<file path="src/include/pmwp_pkg.sv">
// shared constants for the phy management write port
package pmwp_pkg;
  // ========================================
  // register map, loader side
  localparam logic [11:0] PHY_WRITE_VALUE_OFS = 12'h0A4;
  localparam logic [11:0] PHY_WRITE_LAUNCH_OFS = 12'h0A8;
  localparam logic [15:0] PHY_WRITE_VALUE_RST = 16'h0000;
  // ========================================
  // launch register fields
  localparam int PHY_ADDR_MSB = 15;
  localparam int PHY_ADDR_LSB = 11;
  localparam int REG_INDEX_MSB = 10;
  localparam int REG_INDEX_LSB = 6;
  localparam int MUST_ONE_BIT = 1;
  localparam logic [4:0] FIELD5_RST = 5'h00;
  // ========================================
  // management frame, clause 22 write
  localparam logic [1:0] FRM_START = 2'h1;
  localparam logic [1:0] FRM_OP_WRITE = 2'h1;
  localparam logic [1:0] FRM_TURN = 2'h2;
  localparam int PREAMBLE_BITS = 32;
  localparam int FRAME_BITS = 64;
  localparam logic [6:0] FRAME_LAST = 7'h3F;
  // management clock: 2.5 MHz from a 100 MHz core clock
  localparam int CORE_CLK_MHZ = 100;
  localparam int MDC_MAX_MHZ_X10 = 25;
  localparam int MDC_HALF_CYCLES = (CORE_CLK_MHZ * 10 + 2 * MDC_MAX_MHZ_X10 - 1)
                                   / (2 * MDC_MAX_MHZ_X10);
  localparam logic [7:0] MDC_HALF_LAST = 8'(MDC_HALF_CYCLES - 1);
endpackage

</file>
<file path="src/pmwp_phy_mgmt_write_port.sv">
// loader-only indirect write path to the integrated phy management bus
`timescale 1ns/1ps
`default_nettype none
module pmwp_phy_mgmt_write_port (
  // clock and reset
  input wire logic core_clk,
  input wire logic rst,
  // configuration loader write port
  input wire logic ldr_wr,
  input wire logic [11:0] ldr_addr,
  input wire logic [31:0] ldr_wdata,
  output logic ldr_busy,
  // management bus toward the phys
  output logic mdc,
  output logic mdio_o,
  output logic mdio_oe
);
  // ========================================
  // state
  typedef enum logic [0:0] {
    PMWP_IDLE = 1'b0,
    PMWP_SHIFT = 1'b1
  } pmwp_state_t;

  // last preamble bit; the command word is loaded behind it
  localparam logic [6:0] PRE_LAST = 7'(pmwp_pkg::PREAMBLE_BITS - 1);

  // sequencer state
  pmwp_state_t state_reg, state_next;
  logic [6:0] bit_cnt_reg, bit_cnt_next;
  logic [7:0] div_reg, div_next;
  logic mdc_reg, mdc_next;
  // loader visible fields and the frame copy of the value
  logic [15:0] value_reg, value_next;
  logic [15:0] frame_data_reg, frame_data_next;
  logic [4:0] phy_addr_reg, phy_addr_next;
  logic [4:0] target_reg_index_reg, target_reg_index_next;
  // serialiser
  logic [31:0] shift_reg, shift_next;
  logic mdio_reg, mdio_next;
  logic oe_reg, oe_next;
  logic [31:0] cmd_word;
  logic half_tick;
  logic rise_tick;
  logic fall_tick;
  logic last_bit;
  logic value_wr;
  logic launch_wr;

  // ========================================
  // decode and strobes
  // only the loader port reaches these; no host path exists in this block
  assign value_wr = ldr_wr && (ldr_addr == pmwp_pkg::PHY_WRITE_VALUE_OFS);
  // a launch while a frame is out is dropped; the loader must wait on busy
  assign launch_wr = ldr_wr && (ldr_addr == pmwp_pkg::PHY_WRITE_LAUNCH_OFS)
                     && (state_reg == PMWP_IDLE);
  assign half_tick = (state_reg == PMWP_SHIFT) && (div_reg == pmwp_pkg::MDC_HALF_LAST);
  assign rise_tick = half_tick && !mdc_reg;
  assign fall_tick = half_tick && mdc_reg;
  assign last_bit = (bit_cnt_reg == pmwp_pkg::FRAME_LAST);
  // write opcode only: this port never reads a phy
  assign cmd_word = {pmwp_pkg::FRM_START, pmwp_pkg::FRM_OP_WRITE, phy_addr_reg,
                     target_reg_index_reg, pmwp_pkg::FRM_TURN, frame_data_reg};

  // ========================================
  // value register
  always_comb begin
    value_next = value_reg;
    if (value_wr) begin
      // reserved bits 31:16 are dropped
      value_next = ldr_wdata[15:0];
    end
  end

  always_ff @(posedge core_clk or posedge rst) begin
    if (rst) begin
      value_reg <= pmwp_pkg::PHY_WRITE_VALUE_RST;
    end else begin
      value_reg <= value_next;
    end
  end

  // ========================================
  // launch fields
  always_comb begin
    phy_addr_next = phy_addr_reg;
    target_reg_index_next = target_reg_index_reg;
    frame_data_next = frame_data_reg;
    if (launch_wr) begin
      // reserved launch bits, bit 1 included, are not looked at
      phy_addr_next = ldr_wdata[pmwp_pkg::PHY_ADDR_MSB:pmwp_pkg::PHY_ADDR_LSB];
      target_reg_index_next =
        ldr_wdata[pmwp_pkg::REG_INDEX_MSB:pmwp_pkg::REG_INDEX_LSB];
      // staged value is copied now, so a rewrite while busy cannot reach this frame
      frame_data_next = value_reg;
    end
  end

  always_ff @(posedge core_clk or posedge rst) begin
    if (rst) begin
      phy_addr_reg <= pmwp_pkg::FIELD5_RST;
      target_reg_index_reg <= pmwp_pkg::FIELD5_RST;
      frame_data_reg <= pmwp_pkg::PHY_WRITE_VALUE_RST;
    end else begin
      phy_addr_reg <= phy_addr_next;
      target_reg_index_reg <= target_reg_index_next;
      frame_data_reg <= frame_data_next;
    end
  end

  // ========================================
  // frame sequencer
  // mdc is divided down from the core clock; 64 bits at two half periods each
  always_comb begin
    state_next = state_reg;
    div_next = div_reg;
    bit_cnt_next = bit_cnt_reg;
    mdc_next = mdc_reg;
    unique case (state_reg)
      PMWP_IDLE: begin
        // mdc stands still between frames
        div_next = 8'h00;
        bit_cnt_next = 7'h00;
        mdc_next = 1'b0;
        if (launch_wr) begin
          state_next = PMWP_SHIFT;
        end
      end
      PMWP_SHIFT: begin
        div_next = half_tick ? 8'h00 : 8'(div_reg + 8'h01);
        if (rise_tick) begin
          // phy samples here, half a period after the data moved
          mdc_next = 1'b1;
        end
        if (fall_tick) begin
          mdc_next = 1'b0;
          if (last_bit) begin
            state_next = PMWP_IDLE;
          end else begin
            bit_cnt_next = 7'(bit_cnt_reg + 7'h01);
          end
        end
      end
    endcase
  end

  always_ff @(posedge core_clk or posedge rst) begin
    if (rst) begin
      state_reg <= PMWP_IDLE;
      bit_cnt_reg <= 7'h00;
      div_reg <= 8'h00;
      mdc_reg <= 1'b0;
    end else begin
      state_reg <= state_next;
      bit_cnt_reg <= bit_cnt_next;
      div_reg <= div_next;
      mdc_reg <= mdc_next;
    end
  end

  // ========================================
  // data out
  // mdio only moves at the launch and on the falling mdc edge, so it is settled at every rising edge
  always_comb begin
    shift_next = shift_reg;
    mdio_next = mdio_reg;
    oe_next = oe_reg;
    if (state_reg == PMWP_IDLE) begin
      mdio_next = 1'b0;
      oe_next = 1'b0;
      if (launch_wr) begin
        // first preamble bit goes out with the launch, ahead of the first rising mdc
        mdio_next = 1'b1;
        oe_next = 1'b1;
      end
    end else if (fall_tick) begin
      if (last_bit) begin
        // no idle bits are appended; the line is let go at once
        mdio_next = 1'b0;
        oe_next = 1'b0;
      end else if (bit_cnt_reg == PRE_LAST) begin
        // the latched fields are read only here, once the preamble is out
        mdio_next = cmd_word[31];
        shift_next = {cmd_word[30:0], 1'b0};
      end else if (bit_cnt_reg > PRE_LAST) begin
        mdio_next = shift_reg[31];
        shift_next = {shift_reg[30:0], 1'b0};
      end else begin
        mdio_next = 1'b1;
      end
    end
  end

  always_ff @(posedge core_clk or posedge rst) begin
    if (rst) begin
      shift_reg <= 32'h00000000;
      mdio_reg <= 1'b0;
      oe_reg <= 1'b0;
    end else begin
      shift_reg <= shift_next;
      mdio_reg <= mdio_next;
      oe_reg <= oe_next;
    end
  end

  // ========================================
  // outputs
  // busy comes straight from state so the loader sees it one cycle after a launch
  assign ldr_busy = (state_reg == PMWP_SHIFT);
  assign mdc = mdc_reg;
  assign mdio_o = mdio_reg;
  assign mdio_oe = oe_reg;
endmodule
`default_nettype wire

</file>
<file path="config.mk">
export PLATFORM = sky130hd
export DESIGN_NAME = pmwp_phy_mgmt_write_port
export DESIGN_NICKNAME = d
export VERILOG_FILES = /design/src/include/pmwp_pkg.sv /design/src/pmwp_phy_mgmt_write_port.sv
export SDC_FILE = /design/constraint.sdc
export NUM_CORES = 1
export LEC_CHECK = 0
export BUFFER_PORTS_ARGS = -buffer_cell sky130_fd_sc_hd__buf_2
export CORE_MARGIN = 2
export CORE_UTILIZATION = 49
export CTS_CLUSTER_SIZE = 16
export DETAILED_ROUTE_END_ITERATION = 12
export GPL_ROUTABILITY_DRIVEN = 1
export PLACE_DENSITY = 0.69
export SETUP_SLACK_MARGIN = 0.1
export SLEW_MARGIN = 10
export SYNTH_ARGS = -nofsm -noshare
export SYNTH_HDL_FRONTEND = slang
export SYNTH_SLANG_ARGS = --single-unit
</file>
<file path="constraint.sdc">
create_clock -name core_clk -period 2.69 [get_ports core_clk]
set_input_delay 0.4035 -clock core_clk [delete_from_list [all_inputs] [get_ports core_clk]]
set_output_delay 0.4035 -clock core_clk [all_outputs]
set_load 0.02 [all_outputs]
</file>
# --- After elaboration in Yosys (flattened, before gate mapping) ---
# Index checks and enable logic that the tools add are counted.
totals:
  reg_bits: 93
  latchBits: 0
  ram_bits: 0
  romBits: 0
  input_bits: 47
  word_cells: 58
  n_memories: 0
classes:
  addsub: 2
  mul: 0
  div_mod_pow: 0
  magnitude_cmp: 1
  eq_ne: 9
  n_shift: 0
  mux: 22
  bitwise: 2
  n_reduce_logical: 11
op_table:
  columns: ["op", "count"]
  rows:
  - ["$mux 32", 2]
  - ["$eq 12x8->1 const B", 2]
  - ["$pmux 8 s2", 1]
  - ["$mux 7", 2]
  - ["$pmux 7 s2", 1]
  - ["$mux 1", 13]
  - ["$add 8x1->8 const B", 1]
  - ["$eq 8x5->1 const B", 1]
  - ["$mux 8", 1]
  - ["$add 7x1->7 const B", 1]
  - ["$eq 7x5->1 const B", 1]
  - ["$eq 7x6->1 const B", 1]
  - ["$gt 7x5->1 const B", 1]
  - ["$logic_and 1x1->1", 6]
  - ["$ne 2x1->1 const B", 2]
  - ["$pmux 1 s2", 2]
  - ["$reduce_and 2->1", 2]
  - ["$reduce_and 4->1", 1]
  - ["$ne 3x1->1 const B", 1]
  - ["$ne 2x2->1 const B", 1]
  - ["$not 1->1", 2]
  - ["$reduce_bool 2->1", 1]
  - ["$logic_not 1->1", 1]

# --- Logic depth before layout (Yosys ltp) ---
# Gate-level depths: netlist (run 1).
depth:
  word_depth: 6
  depth_mapped: 7

# --- Worst setup path before layout (run 1) ---
# Ideal clock, no wire load.
synth_timing:
  kind: "reg2reg"
  start: "register bit_cnt_reg[0]"
  end: "register shift_reg[10]"
  setup_time_ps: 125
  arrival_time_ps: 1959
  path_slack_ps: 606
  path_stages_with_launch: 8
  synth_period_minus_slack_ps: 2084
  path_cell_list: "dfrtp_1 ha_1 and4_4 and2_4 buf_12 a311oi_4 buf_8 mux2_4"
synth_via:
  elab_chain_cells: 3
  elab_cells_between_ends: 7
  classes_between: "order compare: 1; eq/ne: 2; mux: 1; bitwise: 1; reduce/logical: 2"
synth_lines:
  columns: ["item", "line", "text"]
  rows:
  - ["start, declared", "pmwp_phy_mgmt_write_port.sv:30", "logic [6:0] bit_cnt_reg, bit_cnt_next;"]
  - ["start signal, assigned", "pmwp_phy_mgmt_write_port.sv:155", "bit_cnt_reg <= bit_cnt_next;"]
  - ["$gt 7x5->1 (tied with other cells)", "pmwp_phy_mgmt_write_port.sv:185", "end else if (bit_cnt_reg > PRE_LAST) begin"]
  - ["$reduce_bool 2->1 (no line) or $not 1->1 (tied branches)", null, null]
  - ["$reduce_and 4->1 (no line)", null, null]
  - ["end signal, assigned", "pmwp_phy_mgmt_write_port.sv:200", "shift_reg <= shift_next;"]
  - ["end, declared", "pmwp_phy_mgmt_write_port.sv:39", "logic [31:0] shift_reg, shift_next;"]
# Parallel ways exist; a longest one is shown, timed or not.
# A chain may end at the register's enable or synchronous reset.

# --- Worst setup path in the final report (run 1) ---
layout_timing:
  start: "register bit_cnt_reg[0]"
  end: "register shift_reg[7]"
# Same word-level chain as after synthesis.

==> impl_metrics.ini, run 1 <==
[timing]
hold_viol = 0
fin_crit_ns = 2.12
final-setup-viol-count = 0
rsz0062_at_grt = false
final-max-slew-violation-count = 0
fin_hold_ws_ns = 0.0580
max_freq_ghz = 0.471
skew_ns = 0.00907
fin_tns_setup_ns = 0
relSlewSlack = 0.672
worst_slew_pin_slew_ns = 0.492
finalCritPeriodShare = 0.789

[finish]
fin_cells = 448
layout-drive-gt1-share = 0.426
fillers = 682
fin_util = 0.568
ff_latch_area_sq_mm = 0.00230
largest_reg_flops = 31
synthToLayoutAreaGrowth_pct = 11.4
multi_input_area_sq_mm = 0.00179
num_antenna_cells = 0
final_nets = 387

[global_routing]
grt_overflow = 0
grt_pass1_wl_um = 12000
grt_max_degree = 73
antenna_found_initial = 0
grt_pass1_vias = 2534
grt_usage = 0.157

[routing]
drc_errors = 0
ant_nets = 0
drt_iter0_markers = 103
wl_um = 6770
wl_per_cell_um = 15.1
dr.pass1.iters = 4
num_vias = 2404
viasPerCell = 5.37

[critical_path]
crit_path_start_kind = flip-flop
endpoint_kind = flip-flop
cp.required_ns = 2.94
reg2reg_slack_ns = 0.57
crit_type = flip-flop to flip-flop
cp-startpoint = bit_cnt_reg[0]
cp_max_fo = 30
r2r_start = bit_cnt_reg[0]
worstPathArrival_ns = 2.37

[clock_network]
h-tree-depth = 3
cts.path.max_buffers = 2
cts_buffers = 9
cts_tree = built
post_cts_buffers = 0
cts_hold_buffers = 0
cts.clk_slew.worst_paths_ns = 0.09
insertion_delay_ns = 0.36
clock-sinks = 92
cts_resized = 0
cts_root_buffer = clkbuf_8

[yosys]
synthCells = 300
synth_top_family_by_area = multiplexers
seq_area_frac_synth = 0.544
synth-compound-area-share = 0.0399
synth_edf_count = 0
synthAdderAreaFrac = 0.00591
yosys-top-cells-area = dfrtp_1, mux2_2, mux2_4
netlist_area_sq_mm = 0.00423
yosysTopAreaCell = dfrtp_1
synth_xor_area_frac = 0.0145
synthMuxAreaShare = 0.281
synth_commonest_cells = dfrtp_1, mux2_2, mux2_4
post-synth-top-count-cell = dfrtp_1
synth_warnings = 0
syn_nets = 349
synth.avg_cell_area_sq_um = 14.1
ys.flop_type = dfrtp_1
synth-simple-area-share = 0.0813
synth_seq_cells = 92
synth_async_sr_flop_share = 1.00
synth_top_area_frac = 0.544
ys_types = 46

[power_and_ir_drop]
power_density_mw_per_mm2 = 502
p_leak_uw = 0.00229
irDropWorstVdd_mv = 0.304

[placed_design]
gp_congestion = 0.770
numPortBuffers = 34
dpl.hpwl_um = 4300
dp_cells = 432

[floorplan]
die_w_um = 96.9
core_sq_mm = 0.00830
ios = 51
rows = 33
initial_core_util = 0.510
die_h_um = 96.9
die-area_sq_mm = 0.00940

[worst_hold_path]
min_path_type = input port to async pin

[status]
status = completed

[job]
cap_violations = 0
-- metrics by stage --
step | worst slack [ns] | power (uW) | area, sq um
final | 0.566 | 2370 | 4720
after global routing | 0.471 | 2460 | 4720
after CTS | 0.565 | 2400 | 4720
after detailed placement | 0.583 | 1470 | 4510
after global placement | 0.609 | 1470 | 4510
after floorplan | 0.606 | 1430 | 4240
-- report_power, final --
| group | leakage (uW) | total [uW] | switching [uW] | internal (uW) |
|---|---|---|---|---|
| combinational | 0.000941 | 56.8 | 35.7 | 21.1 |
| clock | 0.0000983 | 929 | 476 | 453 |
| sequential | 0.00126 | 1380 | 0.485 | 1380 |
-- critical path: stages, from the launching register on --
cell and delay (ns):
dfrtp_1 0.41, ha_1 0.26, and4_4 0.22, and2_4 0.18, a311oi_4 0.31, buf_12 0.28
mux2_4 0.32
-- logic make-up (layout without fill, tap and decap cells) --
logic type,count (synthesis),after routing
mux,97,97
flops,92,92
simple gates,57,57
fa+ha+maj,2,2
buf+inv,21,64
compound gates,24,24
xor+xnor,7,7
-- cell usage in the layout (no fill, tap or decap), drive strengths merged, types with 3 or more instances in the layout --
master / netlist / routed
o21ai: 4 / 4
inv: 7 / 6
nand4: 4 / 4
xor2: 5 / 5
mux2: 94 / 94
dfrtp: 92 / 92
mux2i: 3 / 3
or3: 3 / 3
a21oi: 8 / 8
buf: 11 / 40
clkbuf: 2 / 10
nand2: 10 / 10
nand3: 5 / 5
o31ai: 6 / 6
clkinv: 1 / 4
nor3: 4 / 4
nor2: 15 / 15
clkinvlp: 0 / 3
-- routing by layer --
layer  track usage  share of wire
met5             0              0
met2         0.246           0.47
met3        0.0368          0.029
met4        0.0618          0.018
met1         0.213           0.48
-- final cells by class --
class,instances,area share
Clock buffer,10,0.0292
Clock inverter,6,0.0135
Inverter,8,0.00716
Multi-Input combinational cell,187,0.380
Sequential cell,92,0.488
Tap cell,105,0.0279
Timing Repair Buffer,40,0.0536
-- path summary, 6_finish.rpt --
path | end | cells after the start
hold / removal | value_reg[4] | 2
hold reg to reg | div_reg[0] | 1
min in group core_clk | value_reg[5] | 2
setup / recovery | shift_reg[7] | 6
max in group asynchronous | phy_addr_reg[3] | 3
setup reg to reg | shift_reg[7] | 6
Note: power is estimated with default switching activity, not from simulation.
==> inputs of run 2 (changes only) <==
--- a/config.mk
+++ b/config.mk
@@ -11,7 +11,7 @@
 export CTS_CLUSTER_SIZE = 16
 export DETAILED_ROUTE_END_ITERATION = 12
 export GPL_ROUTABILITY_DRIVEN = 1
-export PLACE_DENSITY = 0.69
+export PLACE_DENSITY = 0.66
 export SETUP_SLACK_MARGIN = 0.1
 export SLEW_MARGIN = 10
 export SYNTH_ARGS = -nofsm -noshare
==> constraint.sdc (replaced) <==
create_clock -name core_clk -period 2.1 [get_ports core_clk]
set_input_delay 0.315 -clock core_clk [delete_from_list [all_inputs] [get_ports core_clk]]
set_output_delay 0.315 -clock core_clk [all_outputs]
set_load 0.02 [all_outputs]
==> impl_metrics.ini, run 2 (same netlist as run 1, synthesis figures left out) <==
[status]
status = completed

[power_and_ir_drop]
power.total_uw = 3090
irDropWorstVdd_mv = 0.436
power_density_mw_per_mm2 = 616
p_leak_uw = 0.00245

[clock_network]
cts_buffers = 9
insertion_delay_ns = 0.36
cts_root_buffer = clkbuf_8
cts.path.max_buffers = 2
clock-sinks = 92
cts_hold_buffers = 0
cts.clk_slew.worst_paths_ns = 0.10
h-tree-depth = 3
cts_tree = built

[critical_path]
cpPeakStageDelay_ns = 0.43
crit_slowest_cell = dfrtp_1
cp_cell_sequence = ha_4 -> and4_4 -> and2_4 -> a311oi_4 -> buf_6 -> buf_12 -> mux2_4
crit_path_start_kind = flip-flop
worstPathArrival_ns = 2.25
endpoint_kind = flip-flop
cp.required_ns = 2.35
cp_top_family = flip-flops
crit_buf_inv = 2
cp_max_fo = 8
crit_type = flip-flop to flip-flop

[finish]
final_area_sq_mm = 0.00502
num_antenna_cells = 0
final_cell_mix = dfrtp_1, mux2_2, buf_2
synthToLayoutAreaGrowth_pct = 18.6
layout-drive-gt1-share = 0.468
fin_cells = 470
largest_reg_flops = 31
final_common_cell = dfrtp_1
final_nets = 409

[global_routing]
grt_pass1_vias = 2692
grt_overflow = 0
grt_usage = 0.175
grt_max_degree = 33
antenna_found_initial = 0
grt_pass1_wl_um = 13300

[job]
cap_violations = 0

[timing]
max_freq_ghz = 0.500
final-setup-viol-count = 0
skew_ns = 0.00578
final-max-slew-violation-count = 0
fin_crit_ns = 2.00
relSlewSlack = 0.598
rsz0062_at_grt = true
finalCritPeriodShare = 0.952
hold_viol = 0
worst_slew_pin_slew_ns = 0.602
fin_hold_ws_ns = 0.0109
fin_tns_setup_ns = 0

[routing]
viasPerCell = 5.37
wl_um = 7590
dr.pass1.iters = 4
num_vias = 2524
ant_nets = 0
drc_errors = 0
wl_per_cell_um = 16.1
drt_iter0_markers = 69

[floorplan]
die_w_um = 96.9
initial_core_util = 0.510
core_sq_mm = 0.00830
ios = 51
rows = 33
die_h_um = 96.9
die-area_sq_mm = 0.00940

[placed_design]
gp_congestion = 0.765
dp_cells = 440
place_area_sq_mm = 0.00461
numPortBuffers = 34
dpl.hpwl_um = 4560

[worst_hold_path]
min_path_type = input port to async pin
==> run 2: cell count changes in the layout (fill, tap and decap cells not counted), moves of 2 or more <==
| cell | previous run | this run |
|---|---|---|
| inv_8 | 0 | 2 |
| ha_1 | 2 | 0 |
| buf_4 | 3 | 17 |
| buf_6 | 0 | 2 |
| buf_12 | 3 | 6 |
| buf_16 | 0 | 3 |
| clkinvlp_4 | 3 | 1 |
==> run 2: area by class of cell <==
cell class / instances / area (sq um)
clock inverters: 7 / 83.8
repair buffers: 62 / 523
clock buffers: 9 / 124
inverters: 8 / 33.8
multi-input cells: 187 / 1820
flip-flops and latches: 92 / 2300
well taps: 105 / 131
fillers: 646 / 3280
==> run 2: stage by stage <==
step                 util  setup slack, ns
floorplan               -            0.100
global placement    0.556           0.0784
detailed placement  0.556           0.0489
CTS                 0.600            0.117
global route        0.605           0.0484
finish              0.605            0.100
==> run 2: path summary, 6_finish.rpt <==
check / end / slack [ns] / cells after the start / start
max: shift_reg[22] / 0.10 / 7 / bit_cnt_reg[0]
min: frame_data_reg[4] / 0.01 / 2 / rst
max reg2reg: shift_reg[22] / 0.10 / 7 / bit_cnt_reg[0]
min reg2reg: value_reg[5] / 0.49 / 1 / value_reg[5]
max in group asynchronous: bit_cnt_reg[3] / 1.50 / 3 / rst
min in group core_clk: value_reg[4] / 0.16 / 2 / ldr_wdata[4]
==> run 2: what timing repair did <==
item	CTS	global route
setup buffers	8	3
setup endpoints to repair	27	28
pin swaps	2	1
cloned	3	0
resized for setup	4	3
==> run 2: per-layer routing <==
layer / global-route usage / part of all wire / wire [um] / vias up
met1: 0.228 / 0.45 / 3410 / 1283
li1: - / - / - / 1190
met3: 0.0477 / 0.036 / 275 / 6
met5: 0 / 0 / 0 / -
met4: 0.0509 / 0.0092 / 70 / 0
met2: 0.288 / 0.51 / 3830 / 45
==> run 2: power by group <==
group / internal (uW) / leakage, uW / switching, uW / total (uW)
registers: 1770 / 0.00126 / 0.623 / 1770
clock network: 573 / 0.000108 / 667 / 1240
logic: 31.8 / 0.00108 / 47.9 / 79.7
total: 2380 / 0.00245 / 716 / 3090
==> inputs of run 3 (changes only) <==
--- a/config.mk
+++ b/config.mk
@@ -5,13 +5,14 @@
 export SDC_FILE = /design/constraint.sdc
 export NUM_CORES = 1
 export LEC_CHECK = 0
-export BUFFER_PORTS_ARGS = -buffer_cell sky130_fd_sc_hd__buf_2
 export CORE_MARGIN = 2
 export CORE_UTILIZATION = 49
 export CTS_CLUSTER_SIZE = 16
 export DETAILED_ROUTE_END_ITERATION = 12
+export DONT_BUFFER_PORTS = 1
 export GPL_ROUTABILITY_DRIVEN = 1
-export PLACE_DENSITY = 0.66
+export GPL_TIMING_DRIVEN = 0
+export PLACE_DENSITY = 0.61
 export SETUP_SLACK_MARGIN = 0.1
 export SLEW_MARGIN = 10
 export SYNTH_ARGS = -nofsm -noshare
==> impl_metrics.ini, run 3 (same netlist as run 1, synthesis figures left out) <==
[status]
status = completed

[clock_network]
clock-sinks = 92
cts.clk_slew.worst_paths_ns = 0.10
h-tree-depth = 3
insertion_delay_ns = 0.35
cts_buffers = 9
cts_tree = built
cts_root_buffer = clkbuf_8
cts.path.max_buffers = 2

[critical_path]
reg2reg_depth = 8
r2r_start = bit_cnt_reg[0]
crit_path_start_kind = flip-flop
cpPeakStageDelay_ns = 0.41
crit_type = flip-flop to flip-flop
endpoint_kind = flip-flop
worstPathArrival_ns = 2.32
cp-endpoint = shift_reg[14]
cp_cell_sequence = ha_2 -> and4_4 -> and2_4 -> buf_12 -> a311oi_4 -> buf_6 -> clkbuf_16 -> mux2_4
crit_slowest_cell = dfrtp_1
cp.required_ns = 2.33
reg2reg_slack_ns = 0.01
reg2reg_to = shift_reg[14]
cp_max_fo = 5
cp-startpoint = bit_cnt_reg[0]

[timing]
finalCritPeriodShare = 0.994
worst_slew_pin_slew_ns = 0.788
rsz0062_at_grt = true
fin_crit_ns = 2.09
setup_ws_ns = 0.0127
final-max-slew-violation-count = 0
skew_ns = 0.0141
fin_tns_setup_ns = 0
max_freq_ghz = 0.479
relSlewSlack = 0.474
final-setup-viol-count = 0
fin_hold_ws_ns = 0.0924
hold_viol = 0

[routing]
wl_per_cell_um = 16.6
ant_nets = 0
drt_iter0_markers = 51
num_vias = 2359
viasPerCell = 5.44
wl_um = 7220
drc_errors = 0
dr.pass1.iters = 4

[finish]
ff_latch_area_sq_mm = 0.00230
final_common_cell = dfrtp_1
final_nets = 373
fillers = 678
fin_util = 0.580
multi_input_area_sq_mm = 0.00182
largest_reg_flops = 31
synthToLayoutAreaGrowth_pct = 13.7
num_antenna_cells = 0
layout-drive-gt1-share = 0.398
final_cell_mix = dfrtp_1, mux2_2, mux2_4
final_area_sq_mm = 0.00481

[placed_design]
place_area_sq_mm = 0.00442
dpl.hpwl_um = 4740
gp_congestion = 0.783
numPortBuffers = 0
dp_slack_ns = -0.105

[power_and_ir_drop]
clkPwrFrac = 0.406
power_frac_seq = 0.578
power_density_mw_per_mm2 = 636
p_leak_uw = 0.00229
p_switching_uw = 655
irDropWorstVdd_mv = 0.412
pwr-share-comb = 0.016
switching_share = 0.214
internal-power_uw = 2410

[global_routing]
grt_usage = 0.162
grt_max_degree = 35
grt_pass1_vias = 2377
grt_overflow = 0
grt_pass1_wl_um = 12200
antenna_found_initial = 0

[worst_hold_path]
min_path_type = input port to flip-flop
min_path_cells = 1

[floorplan]
die-area_sq_mm = 0.00940
rows = 33
ios = 51
initial_core_util = 0.510
die_w_um = 96.9
die_h_um = 96.9
core_sq_mm = 0.00830

[job]
cap_violations = 0
[run 3: through the flow]
step	std cells	total power, uW
after floorplan	300	1840
after global placement	405	1850
final	434	3060
after detailed placement	407	1860
after CTS	430	3110
after global routing	434	3190
[run 3: worst min-delay path by stage]
| stage | endpoint | slack, ns | from |
|---|---|---|---|
| after floorplan | value_reg[0] | 0.45 | ldr_wdata[0] |
| after global placement | value_reg[8] | 0.45 | ldr_wdata[8] |
| after detailed placement | target_reg_index_reg[3] | 0.37 | rst |
| after CTS | value_reg[4] | 0.08 | ldr_wdata[4] |
| after global routing | value_reg[4] | 0.06 | ldr_wdata[4] |
| final | value_reg[11] | 0.09 | ldr_wdata[11] |
[run 3: layout make-up]
type	instances	area share
sequential	92	0.478
timing repair buffer	14	0.0361
clock buffer	12	0.0322
multi-input combinational	187	0.379
clock inverter	4	0.0117
tap	105	0.0273
buffer	12	0.0288
inverter	8	0.00702
[run 3: power groups by stage]
stage	combinational, uW	sequential (uW)	clock (uW)
final	49.8	1770	1240
after global routing	59.0	1770	1360
after CTS	52.7	1770	1280
after detailed placement	50.6	1810	0
after global placement	41.3	1810	0
after floorplan	30.9	1810	0
[run 3: metal layers]
layer,global-route usage,up-vias,routed length [um]
met3,0.0397,2,191
met2,0.248,33,3360
li1,-,1126,-
met1,0.234,1198,3650
met4,0.0390,0,26
met5,0,-,0
[run 3: critical path, delay by kind of cell (launching register included)]
kind / cells / cell delay (ns)
buffers and inverters: 3 / 0.50
DFF: 1 / 0.41
and+or+nand+nor: 2 / 0.33
muxes: 1 / 0.29
AOI/OAI and AO/OA: 1 / 0.26
adders and majority gates: 1 / 0.20
[run 3: repair_timing]
item	CTS	global route
endpoints found under the setup margin	36	34
setup buffers	6	3
pin swaps	1	0
cloned	1	1
hold buffers	1	0
gates resized for setup	12	3
hold endpoints to repair	32	0
